## src/inc/psc_pkg.sv

```systemverilog
// constants for the power supply control register bank
package psc_pkg;
  localparam int ADDR_W = 18;
  localparam int DATA_W = 32;
  localparam int REG_W = 8;

  // register indices; byte address is four times the index
  localparam logic [15:0] IDX_LCD_REGULATOR_CONTROL = 16'h50a3;
  localparam logic [15:0] IDX_LCD_BOOSTER_CONTROL = 16'h50a4;
  localparam logic [15:0] IDX_DISPLAY_CONTROL_REG = 16'h50a5;
  localparam logic [15:0] IDX_LOGIC_REGULATOR_CONTROL = 16'h5120;
  localparam logic [15:0] IDX_LOGIC_REGULATOR_LEVEL_SELECT = 16'h5122;
  localparam logic [15:0] IDX_WRITE_PROTECT_KEY_REG = 16'h5130;
  localparam logic [15:0] IDX_POWER_STATUS_REG = 16'h5131;

  // field positions
  localparam int LCD_HEAVY_LOAD_BIT = 4;
  localparam int BOOSTER_ENABLE_BIT = 0;
  localparam int LCD_SOURCE_SELECT_BIT = 1;
  localparam int LOGIC_HEAVY_LOAD_BIT = 5;
  localparam int LOGIC_VOLT_MODE_BIT = 0;
  localparam int LOGIC_LEVEL_SELECT_BIT = 0;
  localparam int DISPLAY_FIELD_LSB = 0;
  localparam int DISPLAY_FIELD_W = 2;
  localparam int STAT_LOGIC_SETTLING_BIT = 0;
  localparam int STAT_BOOSTER_SETTLING_BIT = 1;
  localparam int STAT_KEY_UNLOCKED_BIT = 2;
  localparam int STAT_REFUSED_WRITE_BIT = 3;

  // writable bits of each register; all others are reserved
  localparam logic [7:0] LCD_REG_CTRL_MASK = 8'h10;
  localparam logic [7:0] BOOSTER_CTRL_MASK = 8'h03;
  localparam logic [7:0] DISPLAY_CTRL_MASK = 8'h03;
  localparam logic [7:0] LOGIC_CTRL_MASK = 8'h21;
  localparam logic [7:0] LEVEL_SEL_MASK = 8'h01;
  localparam logic [7:0] KEY_MASK = 8'hff;

  localparam logic [7:0] CTRL_RESET = 8'h00;
  localparam logic [7:0] KEY_RESET = 8'h00;
  localparam logic [7:0] UNLOCK_KEY = 8'h96;
  localparam logic [1:0] DISPLAY_OFF = 2'h0;

  // settling times
  localparam int CLOCK_HZ = 40_000_000;
  localparam int LOGIC_SETTLE_MS = 5;
  localparam int BOOSTER_SETTLE_MS = 1;
  localparam int LOGIC_SETTLE_CYCLES = (CLOCK_HZ / 1000) * LOGIC_SETTLE_MS;
  localparam int BOOSTER_SETTLE_CYCLES = (CLOCK_HZ / 1000) * BOOSTER_SETTLE_MS;
endpackage

```

## src/verilog/psc_regs.sv

```systemverilog
// power supply control register bank with apb slave port
`timescale 1ns/1ps
module psc_regs #(
  parameter int LOGIC_SETTLE_CYCLES = psc_pkg::LOGIC_SETTLE_CYCLES,
  parameter int BOOSTER_SETTLE_CYCLES = psc_pkg::BOOSTER_SETTLE_CYCLES
) (
  input wire logic CLOCK,                          // 40 MHz system clock
  input wire logic RESET_N,                        // synchronous reset, active low
  input wire logic PSEL,                           // apb select
  input wire logic PENABLE,                        // apb access phase
  input wire logic PWRITE,                         // apb direction, high for write
  input wire logic [psc_pkg::ADDR_W-1:0] PADDR,    // apb byte address
  input wire logic [psc_pkg::DATA_W-1:0] PWDATA,   // apb write data
  output logic [psc_pkg::DATA_W-1:0] PRDATA,       // apb read data
  output logic PREADY,                             // apb transfer done
  output logic PSLVERR,                            // apb error, unmapped address
  output logic LOGIC_VOLT_MODE,                    // high selects 2.5 V logic voltage
  output logic LOGIC_LEVEL_SELECT,                 // high selects supply level output
  output logic LOGIC_HEAVY_LOAD,                   // logic regulator heavy-load protection
  output logic BOOSTER_ENABLE,                     // voltage booster on
  output logic LCD_SOURCE_SELECT,                  // high feeds lcd regulator from booster
  output logic LCD_HEAVY_LOAD,                     // lcd regulator heavy-load protection
  output logic [psc_pkg::DISPLAY_FIELD_W-1:0] DISPLAY_CONTROL, // display control field
  output logic LCD_DRIVE_ENABLE                    // lcd drive voltages delivered
);

  function automatic logic addr_hit(input logic [psc_pkg::ADDR_W-1:0] addr, input logic [15:0] idx);
    addr_hit = (addr == psc_pkg::ADDR_W'({idx, 2'b00}));
  endfunction

  function automatic logic [7:0] keep_bits(input logic [7:0] data, input logic [7:0] mask);
    keep_bits = data & mask;
  endfunction

  logic [7:0] lcd_regulator_control_r, lcd_regulator_control_nxt;
  logic [7:0] booster_r, booster_nxt;
  logic [7:0] display_r, display_nxt;
  logic [7:0] logic_ctl_r, logic_ctl_nxt;
  logic [7:0] level_sel_r, level_sel_nxt;
  logic [7:0] key_r, key_nxt;
  logic refused_r, refused_nxt;
  logic drive_r, drive_nxt;
  logic ready_r, ready_nxt;
  logic slverr_r, slverr_nxt;
  logic [psc_pkg::DATA_W-1:0] rdata_r, rdata_nxt;

  logic hit_lcd_regulator_control, hit_booster, hit_display, hit_logic_ctl;
  logic hit_level_sel, hit_key, hit_status, hit_any;
  logic wr_done, rd_take;
  logic [7:0] wbyte, status_byte;
  logic logic_start, booster_start;
  logic logic_busy, booster_busy;

  // address decode
  always_comb begin
    hit_lcd_regulator_control = addr_hit(PADDR, psc_pkg::IDX_LCD_REGULATOR_CONTROL);
    hit_booster = addr_hit(PADDR, psc_pkg::IDX_LCD_BOOSTER_CONTROL);
    hit_display = addr_hit(PADDR, psc_pkg::IDX_DISPLAY_CONTROL_REG);
    hit_logic_ctl = addr_hit(PADDR, psc_pkg::IDX_LOGIC_REGULATOR_CONTROL);
    hit_level_sel = addr_hit(PADDR, psc_pkg::IDX_LOGIC_REGULATOR_LEVEL_SELECT);
    hit_key = addr_hit(PADDR, psc_pkg::IDX_WRITE_PROTECT_KEY_REG);
    hit_status = addr_hit(PADDR, psc_pkg::IDX_POWER_STATUS_REG);
    hit_any = hit_lcd_regulator_control | hit_booster | hit_display | hit_logic_ctl | hit_level_sel | hit_key | hit_status;
  end

  // one wait state: pready rises in the second access cycle, the write lands on the edge that ends it
  always_comb begin
    ready_nxt = PSEL & PENABLE & ~ready_r;
    rd_take = PSEL & PENABLE & ~ready_r & ~PWRITE;
    wr_done = PSEL & PENABLE & ready_r & PWRITE;
    wbyte = PWDATA[7:0];
    slverr_nxt = ready_nxt & ~hit_any;
  end

  always_comb begin
    status_byte = 8'h00;
    status_byte[psc_pkg::STAT_LOGIC_SETTLING_BIT] = logic_busy;
    status_byte[psc_pkg::STAT_BOOSTER_SETTLING_BIT] = booster_busy;
    status_byte[psc_pkg::STAT_KEY_UNLOCKED_BIT] = (key_r == psc_pkg::UNLOCK_KEY);
    status_byte[psc_pkg::STAT_REFUSED_WRITE_BIT] = refused_r;
  end

  // read mux, upper bits read as zero
  always_comb begin
    rdata_nxt = rdata_r;
    if (rd_take) begin
      rdata_nxt = '0;
      unique case (1'b1)
        hit_lcd_regulator_control: rdata_nxt[7:0] = lcd_regulator_control_r;
        hit_booster: rdata_nxt[7:0] = booster_r;
        hit_display: rdata_nxt[7:0] = display_r;
        hit_logic_ctl: rdata_nxt[7:0] = logic_ctl_r;
        hit_level_sel: rdata_nxt[7:0] = level_sel_r;
        hit_key: rdata_nxt[7:0] = key_r;
        hit_status: rdata_nxt[7:0] = status_byte;
        default: rdata_nxt = '0;
      endcase
    end
  end

  // register writes; reserved bits are never stored
  always_comb begin
    lcd_regulator_control_nxt = lcd_regulator_control_r;
    booster_nxt = booster_r;
    display_nxt = display_r;
    logic_ctl_nxt = logic_ctl_r;
    level_sel_nxt = level_sel_r;
    key_nxt = key_r;
    refused_nxt = refused_r;
    if (wr_done && hit_status && wbyte[psc_pkg::STAT_REFUSED_WRITE_BIT]) begin
      refused_nxt = 1'b0;
    end
    if (wr_done) begin
      if (hit_lcd_regulator_control) begin
        lcd_regulator_control_nxt = keep_bits(wbyte, psc_pkg::LCD_REG_CTRL_MASK);
      end
      if (hit_booster) begin
        booster_nxt = keep_bits(wbyte, psc_pkg::BOOSTER_CTRL_MASK);
      end
      if (hit_display) begin
        display_nxt = keep_bits(wbyte, psc_pkg::DISPLAY_CTRL_MASK);
      end
      if (hit_logic_ctl) begin
        logic_ctl_nxt = keep_bits(wbyte, psc_pkg::LOGIC_CTRL_MASK);
      end
      if (hit_key) begin
        key_nxt = wbyte & psc_pkg::KEY_MASK;
      end
      if (hit_level_sel) begin
        if (key_r == psc_pkg::UNLOCK_KEY) begin
          level_sel_nxt = keep_bits(wbyte, psc_pkg::LEVEL_SEL_MASK);
        end else begin
          refused_nxt = 1'b1; // set wins over a clear
        end
      end
    end
    drive_nxt = (display_nxt[psc_pkg::DISPLAY_FIELD_LSB +: psc_pkg::DISPLAY_FIELD_W] != psc_pkg::DISPLAY_OFF);
  end

  // settling intervals restart on a mode change and on booster turn-on
  always_comb begin
    logic_start = (logic_ctl_nxt[psc_pkg::LOGIC_VOLT_MODE_BIT] != logic_ctl_r[psc_pkg::LOGIC_VOLT_MODE_BIT]);
    booster_start = booster_nxt[psc_pkg::BOOSTER_ENABLE_BIT] & ~booster_r[psc_pkg::BOOSTER_ENABLE_BIT];
  end

  always_ff @(posedge CLOCK) begin
    if (!RESET_N) begin
      lcd_regulator_control_r <= psc_pkg::CTRL_RESET;
      booster_r <= psc_pkg::CTRL_RESET;
      display_r <= psc_pkg::CTRL_RESET;
      logic_ctl_r <= psc_pkg::CTRL_RESET;
      level_sel_r <= psc_pkg::CTRL_RESET;
      key_r <= psc_pkg::KEY_RESET;
      refused_r <= 1'b0;
      drive_r <= 1'b0;
      ready_r <= 1'b0;
      slverr_r <= 1'b0;
      rdata_r <= '0;
    end else begin
      lcd_regulator_control_r <= lcd_regulator_control_nxt;
      booster_r <= booster_nxt;
      display_r <= display_nxt;
      logic_ctl_r <= logic_ctl_nxt;
      level_sel_r <= level_sel_nxt;
      key_r <= key_nxt;
      refused_r <= refused_nxt;
      drive_r <= drive_nxt;
      ready_r <= ready_nxt;
      slverr_r <= slverr_nxt;
      rdata_r <= rdata_nxt;
    end
  end

  psc_settle_timer #(
    .CYCLES(LOGIC_SETTLE_CYCLES)
  ) u_logic_settle (
    .clk(CLOCK),
    .rst_n(RESET_N),
    .start(logic_start),
    .busy(logic_busy)
  );

  psc_settle_timer #(
    .CYCLES(BOOSTER_SETTLE_CYCLES)
  ) u_booster_settle (
    .clk(CLOCK),
    .rst_n(RESET_N),
    .start(booster_start),
    .busy(booster_busy)
  );

  assign PRDATA = rdata_r;
  assign PREADY = ready_r;
  assign PSLVERR = slverr_r;
  assign LOGIC_VOLT_MODE = logic_ctl_r[psc_pkg::LOGIC_VOLT_MODE_BIT];
  assign LOGIC_HEAVY_LOAD = logic_ctl_r[psc_pkg::LOGIC_HEAVY_LOAD_BIT];
  assign LOGIC_LEVEL_SELECT = level_sel_r[psc_pkg::LOGIC_LEVEL_SELECT_BIT];
  assign BOOSTER_ENABLE = booster_r[psc_pkg::BOOSTER_ENABLE_BIT];
  assign LCD_SOURCE_SELECT = booster_r[psc_pkg::LCD_SOURCE_SELECT_BIT];
  assign LCD_HEAVY_LOAD = lcd_regulator_control_r[psc_pkg::LCD_HEAVY_LOAD_BIT];
  assign DISPLAY_CONTROL = display_r[psc_pkg::DISPLAY_FIELD_LSB +: psc_pkg::DISPLAY_FIELD_W];
  assign LCD_DRIVE_ENABLE = drive_r;
endmodule // psc_regs

```

## src/verilog/psc_settle_timer.sv

```systemverilog
// one-shot down counter that flags a regulator settling interval
`timescale 1ns/1ps
module psc_settle_timer #(
  parameter int CYCLES = 2
) (
  input wire logic clk,   // system clock
  input wire logic rst_n, // synchronous reset, active low
  input wire logic start, // restart the interval
  output logic busy       // interval still running
);
  localparam int W = $clog2(CYCLES + 1);
  localparam logic [W-1:0] LOAD = W'(CYCLES);
  localparam logic [W-1:0] ZERO = '0;
  localparam logic [W-1:0] ONE = W'(1);

  logic [W-1:0] cnt_r, cnt_nxt;
  logic busy_r, busy_nxt;

  always_comb begin
    cnt_nxt = cnt_r;
    if (start) begin
      cnt_nxt = LOAD;
    end else if (cnt_r != ZERO) begin
      cnt_nxt = cnt_r - ONE;
    end
    busy_nxt = (cnt_nxt != ZERO);
  end

  always_ff @(posedge clk) begin
    if (!rst_n) begin
      cnt_r <= ZERO;
      busy_r <= 1'b0;
    end else begin
      cnt_r <= cnt_nxt;
      busy_r <= busy_nxt;
    end
  end

  assign busy = busy_r;
endmodule // psc_settle_timer
```

## config.mk

```make
export PLATFORM = sky130hd
export DESIGN_NAME = psc_regs
export DESIGN_NICKNAME = d
export VERILOG_FILES = /design/src/inc/psc_pkg.sv /design/src/verilog/psc_regs.sv /design/src/verilog/psc_settle_timer.sv
export SDC_FILE = /design/constraint.sdc
export NUM_CORES = 1
export LEC_CHECK = 0
export ABC_AREA = 1
export BUFFER_PORTS_ARGS = -buffer_cell sky130_fd_sc_hd__buf_2
export CAP_MARGIN = 10
export CORE_UTILIZATION = 40
export DETAILED_ROUTE_END_ITERATION = 16
export GPL_TIMING_DRIVEN = 0
export PLACE_DENSITY = 0.65
export SYNTH_ARGS = -nofsm -noshare
export SYNTH_HDL_FRONTEND = slang
export SYNTH_HIERARCHICAL = 1
export SYNTH_SLANG_ARGS = --single-unit
```

## constraint.sdc

```tcl
create_clock -name CLOCK -period 2.1 [get_ports CLOCK]
set_input_delay 0 -clock CLOCK [delete_from_list [all_inputs] [get_ports CLOCK]]
set_output_delay 0 -clock CLOCK [all_outputs]
set_load 0.05 [all_outputs]
```

## Yosys cells after proc, flatten, opt, wreduce, memory -nomap -nowiden

Index checks and enable logic that the tools add are counted.

- Reduce and logical (&&, ||, !) cells: 12
- Muxes and demuxes: 15
- Equal/unequal tests: 9
- Add/subtract/negate cells: 2
- Bitwise logic cells: 17

Operators with widths:

| kind | number |
|---|---|
| $eq A18 B17 Y1 const B | 7 |
| $pmux W8 S7 | 1 |
| $mux W18 | 2 |
| $reduce_bool A18 Y1 | 2 |
| $mux W16 | 2 |
| $reduce_bool A16 Y1 | 2 |
| $sub A18 B1 Y18 const B | 1 |
| $sub A16 B1 Y16 const B | 1 |
| $eq A8 B8 Y1 const B | 1 |
| $mux W1 | 8 |
| $reduce_and A2 Y1 | 4 |
| $and A1 B1 Y1 | 7 |
| $or A1 B1 Y1 | 6 |
| $mux W2 | 2 |
| $not A1 Y1 | 4 |
| $reduce_and A3 Y1 | 1 |
| $logic_and A1 B1 Y1 | 2 |
| $reduce_bool A2 Y1 | 1 |
| $ne A1 B1 Y1 | 1 |

- Register bits: 64
- Bits of input ports: 55
- Logic and storage cells: 72

## Longest topological paths before layout

- Word-level depth: 9
- Mapped depth: 18

## Cells and area by module

The synthesis kept the hierarchy.

By module, submodules not included:

| module | area each (um^2) | times used | sequential area each (um^2) | cells each |
|---|---|---|---|---|
| psc_regs | 1737.9 | 1 | 560.5 | 248 |
| psc_settle_timer (u_logic_settle) | 1142.3 | 1 | 380.4 | 182 |
| psc_settle_timer (u_booster_settle) | 1087.3 | 1 | 340.3 | 180 |

## Worst setup path after synthesis

Ideal clock, no wire load.

- Path kind: register to register
- Start: register ready_r, in the netlist PREADY
- End: register u_logic_settle.busy_r, in the netlist u_logic_settle/busy
- Data arrival time: 2.417 ns
- Cell stages (with the launch flop): 17
- Path slack: -0.435 ns
- Setup time: 0.118 ns
- Required time: 1.982 ns
- Cells stage by stage: dfxtp_1 inv_1 nor3_4 inv_2 nor2_1 nand2_1 nand2_1 o21ai_1 inv_1 clkinv_1 buf_2 nand3_1 nand2_1 nor2_1 nand2_1 nor2_1 a21oi_1

- Word-level cells in the longest chain between the ends: 6

RTL lines:

| what | line | text |
|---|---|---|
| start, declared | psc_regs.sv:43 | `logic ready_r, ready_nxt;` |
| start signal, assigned | psc_regs.sv:168 | `ready_r <= ready_nxt;` |
| $and A1 B1 Y1 (2 in a row) | psc_regs.sv:70 | `wr_done = PSEL & PENABLE & ready_r & PWRITE;` |
| $mux W1 | psc_regs.sv:113 | `if (wr_done) begin` |
| $ne A1 B1 Y1 | psc_regs.sv:142 | `logic_start = (logic_ctl_nxt[psc_pkg::LOGIC_VOLT_MODE_BIT] != logic_ctl_r[psc_pkg::LOGIC_VOLT_MODE_BIT]);` |
| net logic_start | psc_regs.sv:51 | `logic logic_start, booster_start;` |
| $mux W18 | psc_settle_timer.sv:21 | `if (start) begin` |
| $reduce_bool A18 Y1 | psc_settle_timer.sv:26 | `busy_nxt = (cnt_nxt != ZERO);` |
| end signal, assigned | psc_settle_timer.sv:35 | `busy_r <= busy_nxt;` |
| end, declared | psc_settle_timer.sv:17 | `logic busy_r, busy_nxt;` |

The timed path passes the listed nets, and every way through them passes these cells.
A chain may end at the register's enable or synchronous reset.

## Worst setup path in the final report

Ends and elaborated chain as after synthesis.

==> flow_summary.toml <==
[run_status]
status = "complete, no violations"

[route]
route.detailed.drc = 0
drt_iter0_markers = 214
dr.pass1.iters = 4
ant_nets = 0
viasPerCell = 4.82
wl_per_cell_um = 11.9
vias = 4106
wl_mm = 10.2

[place]
dpl_cell_area_sq_um = 4480
dp_hpwl_mm = 7.68
portBuffers = 49
dp.cells = 811
gp_congestion = 0.952

[pwr]
ir_worst_vdd_mv = 0.813
p_sw_w = 0.00321
p_per_area_nw_per_um2 = 1360
swShare_pct = 47.3
seq_power_share_pct = 25.9
p_leak_nw = 2.42
internal_power_w = 0.00357
combPwrFrac_pct = 56.7
power_frac_clock_pct = 17.4

[layout]
drive_above_1_share_pct = 24.5
fin_cells = 852
syn2layout_area_growth_pct = 25.9
diodes = 0
fin_nets = 776
fin_area_sq_um = 5000

[die]
die_y_um = 102
rows = 35
core_sq_um = 9420
start_util_pct = 42.1
dieArea_sq_um = 10300
ios = 98
die_w_um = 102

[worst_setup_path]
reg2reg_depth = 16
critPathMaxStageDelay_ns = 0.34
end_kind = "flop"
crit_chain = "inv_2, nor3_4, inv_2, nor2_4, nand2_2, nand2_2, o21ai_2, inv_2, clkinv_4, buf_8, nand3_4, nand2_2, nor2_2, nand2_1, nor2_1, a21oi_1"
critPathMaxFanout = 8
cp.required_ns = 2.34
cp_num_cells = 16
crit_slowest_cell = "dfxtp_4"
crit_family = "simple AND/OR/NAND/NOR gates"
path_buf_inv = 5
worstSetupPathType = "flop to flop"
worstPathArrival_ns = 2.28
start_kind = "flop"

[synthesis]
synth_top_area_share_pct = 32.3
synth_area_leaders = "dfxtp_1, nand2_1, nor2_1, nand3_1, inv_1"
yosysWarningCount = 6
syn_area_sq_um = 3970
netlist_instances = 610
yosysUniqueCellTypes = 41
synth_edf_count = 0
ys_ff_latch = 64
avgSynthCellArea_sq_um = 6.50
async_flop_share_pct = 0
synth_top_area_cell = "dfxtp_1"
ys.flop_type = "dfxtp_1"
seq_area_frac_synth_pct = 32.3

[timing]
timing.final.crit_share_pct = 97.1
slew_violations = 0
report.final.hold_viol_count = 0
min_period_ns = 2.04
setup_violations = 0
fmax_mhz = 490
skew_ns = 0.0115
rsz0062_at_grt = "true"

[job]
maxCapViolCount = 0

[clock_tree]
clkLatencyLatePin_ns = 0.35
htreeDepth = 3
cts_made_buffers = 9
root_buffer = "clkbuf_8"
cts_sinks = 64
clk_pin_slew_ns = 0.08
cts_tree = "built"
clk_path_buf_depth = 2

[global_route]
antenna_found_initial = 0
overflow = 0
grt_max_degree = 13
grt_pass1_wl_mm = 16.6
track_usage_pct = 20.5
grt_pass1_vias = 3715

[worst_hold_path]
hold_path_class = "primary input to flop"
min_path_cells = 5
==> power groups by stage <==
stage | registers (W) | logic, W | clock network (W)
finish | 0.00175 | 0.00384 | 0.00118
global route | 0.00178 | 0.00438 | 0.00125
CTS | 0.00174 | 0.00365 | 0.00121
detailed placement | 0.00177 | 0.00361 | 0
global placement | 0.00176 | 0.00352 | 0
floorplan | 0.00171 | 0.00298 | 0
==> worst reg2reg max path, stage by stage (launching register included) <==
cell and delay [ns]:
dfxtp_4 0.34, inv_2 0.04, nor3_4 0.26, inv_2 0.10, nor2_4 0.14, nand2_2 0.07
nand2_2 0.07, o21ai_2 0.06, inv_2 0.13, clkinv_4 0.10, buf_8 0.15, nand3_4 0.08
nand2_2 0.06, nor2_2 0.12, nand2_1 0.06, nor2_1 0.10, a21oi_1 0.07
==> timing repair <==
action	in CTS	in global routing
cloned	0	1
endpoints found under the setup margin	9	2
hold buffers	10	0
setup buffers	4	10
endpoints found under the hold margin	14	0
gates resized for setup	6	16
pin swaps	3	10
==> layer usage <==
metal  global-route usage (%)  routed length, um  share of wire [%]  vias to the layer above
li1                         -                  -                  -                     2126
met1                     26.7               4790                 47                     1851
met2                     34.6               4780                 47                      115
met3                     3.66                495                4.9                       14
met4                     5.91                104                1.0                        0
met5                        0                  0                  0                        -
==> flip-flops by register name (all words and copies together) (netlist names) <==
signal,cells
LCD_DRIVE_ENABLE,1
PRDATA,8
PREADY,1
PSLVERR,1
booster_r,2
display_r,2
key_r,8
lcd_regulator_control_r,1
level_sel_r,1
logic_ctl_r,2
refused_r,1
u_booster_settle/busy,1
u_booster_settle/cnt_r,16
u_logic_settle/busy,1
u_logic_settle/cnt_r,18
==> cell usage in the layout, fill, tap and decap left out, drive strengths merged, types with 11 or more instances in the layout <==
master,netlist,layout
a21oi,27,27
clkinv,5,11
nand3,51,51
inv,63,63
conb,1,24
dfxtp,64,64
clkbuf,4,13
nand2,156,156
nor3,12,12
nor2,123,123
buf,30,93
o21ai,26,26
nand4,17,17
==> cells by family (layout without fill, tap and decap cells) <==
group / Yosys count / after routing / share of synthesized area (%)
AO/OA/AOI/OAI: 62 / 62 / 8.48
AND/OR/NAND/NOR: 373 / 373 / 44.3
XOR/XNOR: 5 / 5 / 1.10
buffers and inverters: 102 / 192 / 12.8
other: 1 / 24 / 0.0945
adder cells (fa/ha/maj): 3 / 3 / 0.946
flip-flops: 64 / 64 / 32.3
==> layout make-up <==
| type | count | area, sq um |
|---|---|---|
| clock inverter | 7 | 96.3 |
| multi-input combinational | 467 | 2350 |
| timing repair buffer | 73 | 450 |
| tap | 129 | 161 |
| timing repair inverter | 1 | 5.00 |
| inverter | 68 | 262 |
| clock buffer | 9 | 124 |
| fill | 936 | 4420 |
| sequential | 64 | 1280 |
| buffer | 34 | 267 |
==> worst paths after layout <==
| path | start | endpoint | slack (ns) |
|---|---|---|---|
| hold reg to reg | PRDATA[3] | PRDATA[3] | 0.47 |
| setup reg to reg | PREADY | u_logic_settle/busy | 0.06 |
| hold / removal | PENABLE | PREADY | 0.12 |
| setup / recovery | PREADY | u_logic_settle/busy | 0.06 |
==> cell usage after synthesis, types with 8 or more instances <==
library cell    n
nand2_1       146
nand2_2         9
buf_4          24
inv_1          59
a21oi_1        27
nor2_1        100
dfxtp_1        64
o21ai_1        16
nor3_1         10
nand3b_1        9
nand4_1        17
nor2_4          8
nor2_2         14
o21ai_0        10
nand3_1        46
==> through the flow <==
step	hold slack, ns	setup slack (ns)	utilization (%)	total power (W)	setup TNS [ns]
after floorplan	0.0976	0.00910	-	0.00469	0
after global placement	0.270	-0.466	47.6	0.00529	-1.10
after detailed placement	0.281	-0.455	47.6	0.00538	-1.13
after CTS	0.0935	0.00866	51.5	0.00660	0
after global routing	0.155	-0.0660	53.1	0.00742	-0.0660
final	0.122	0.0602	53.1	0.00677	0
(Power assumes the default switching activity.)
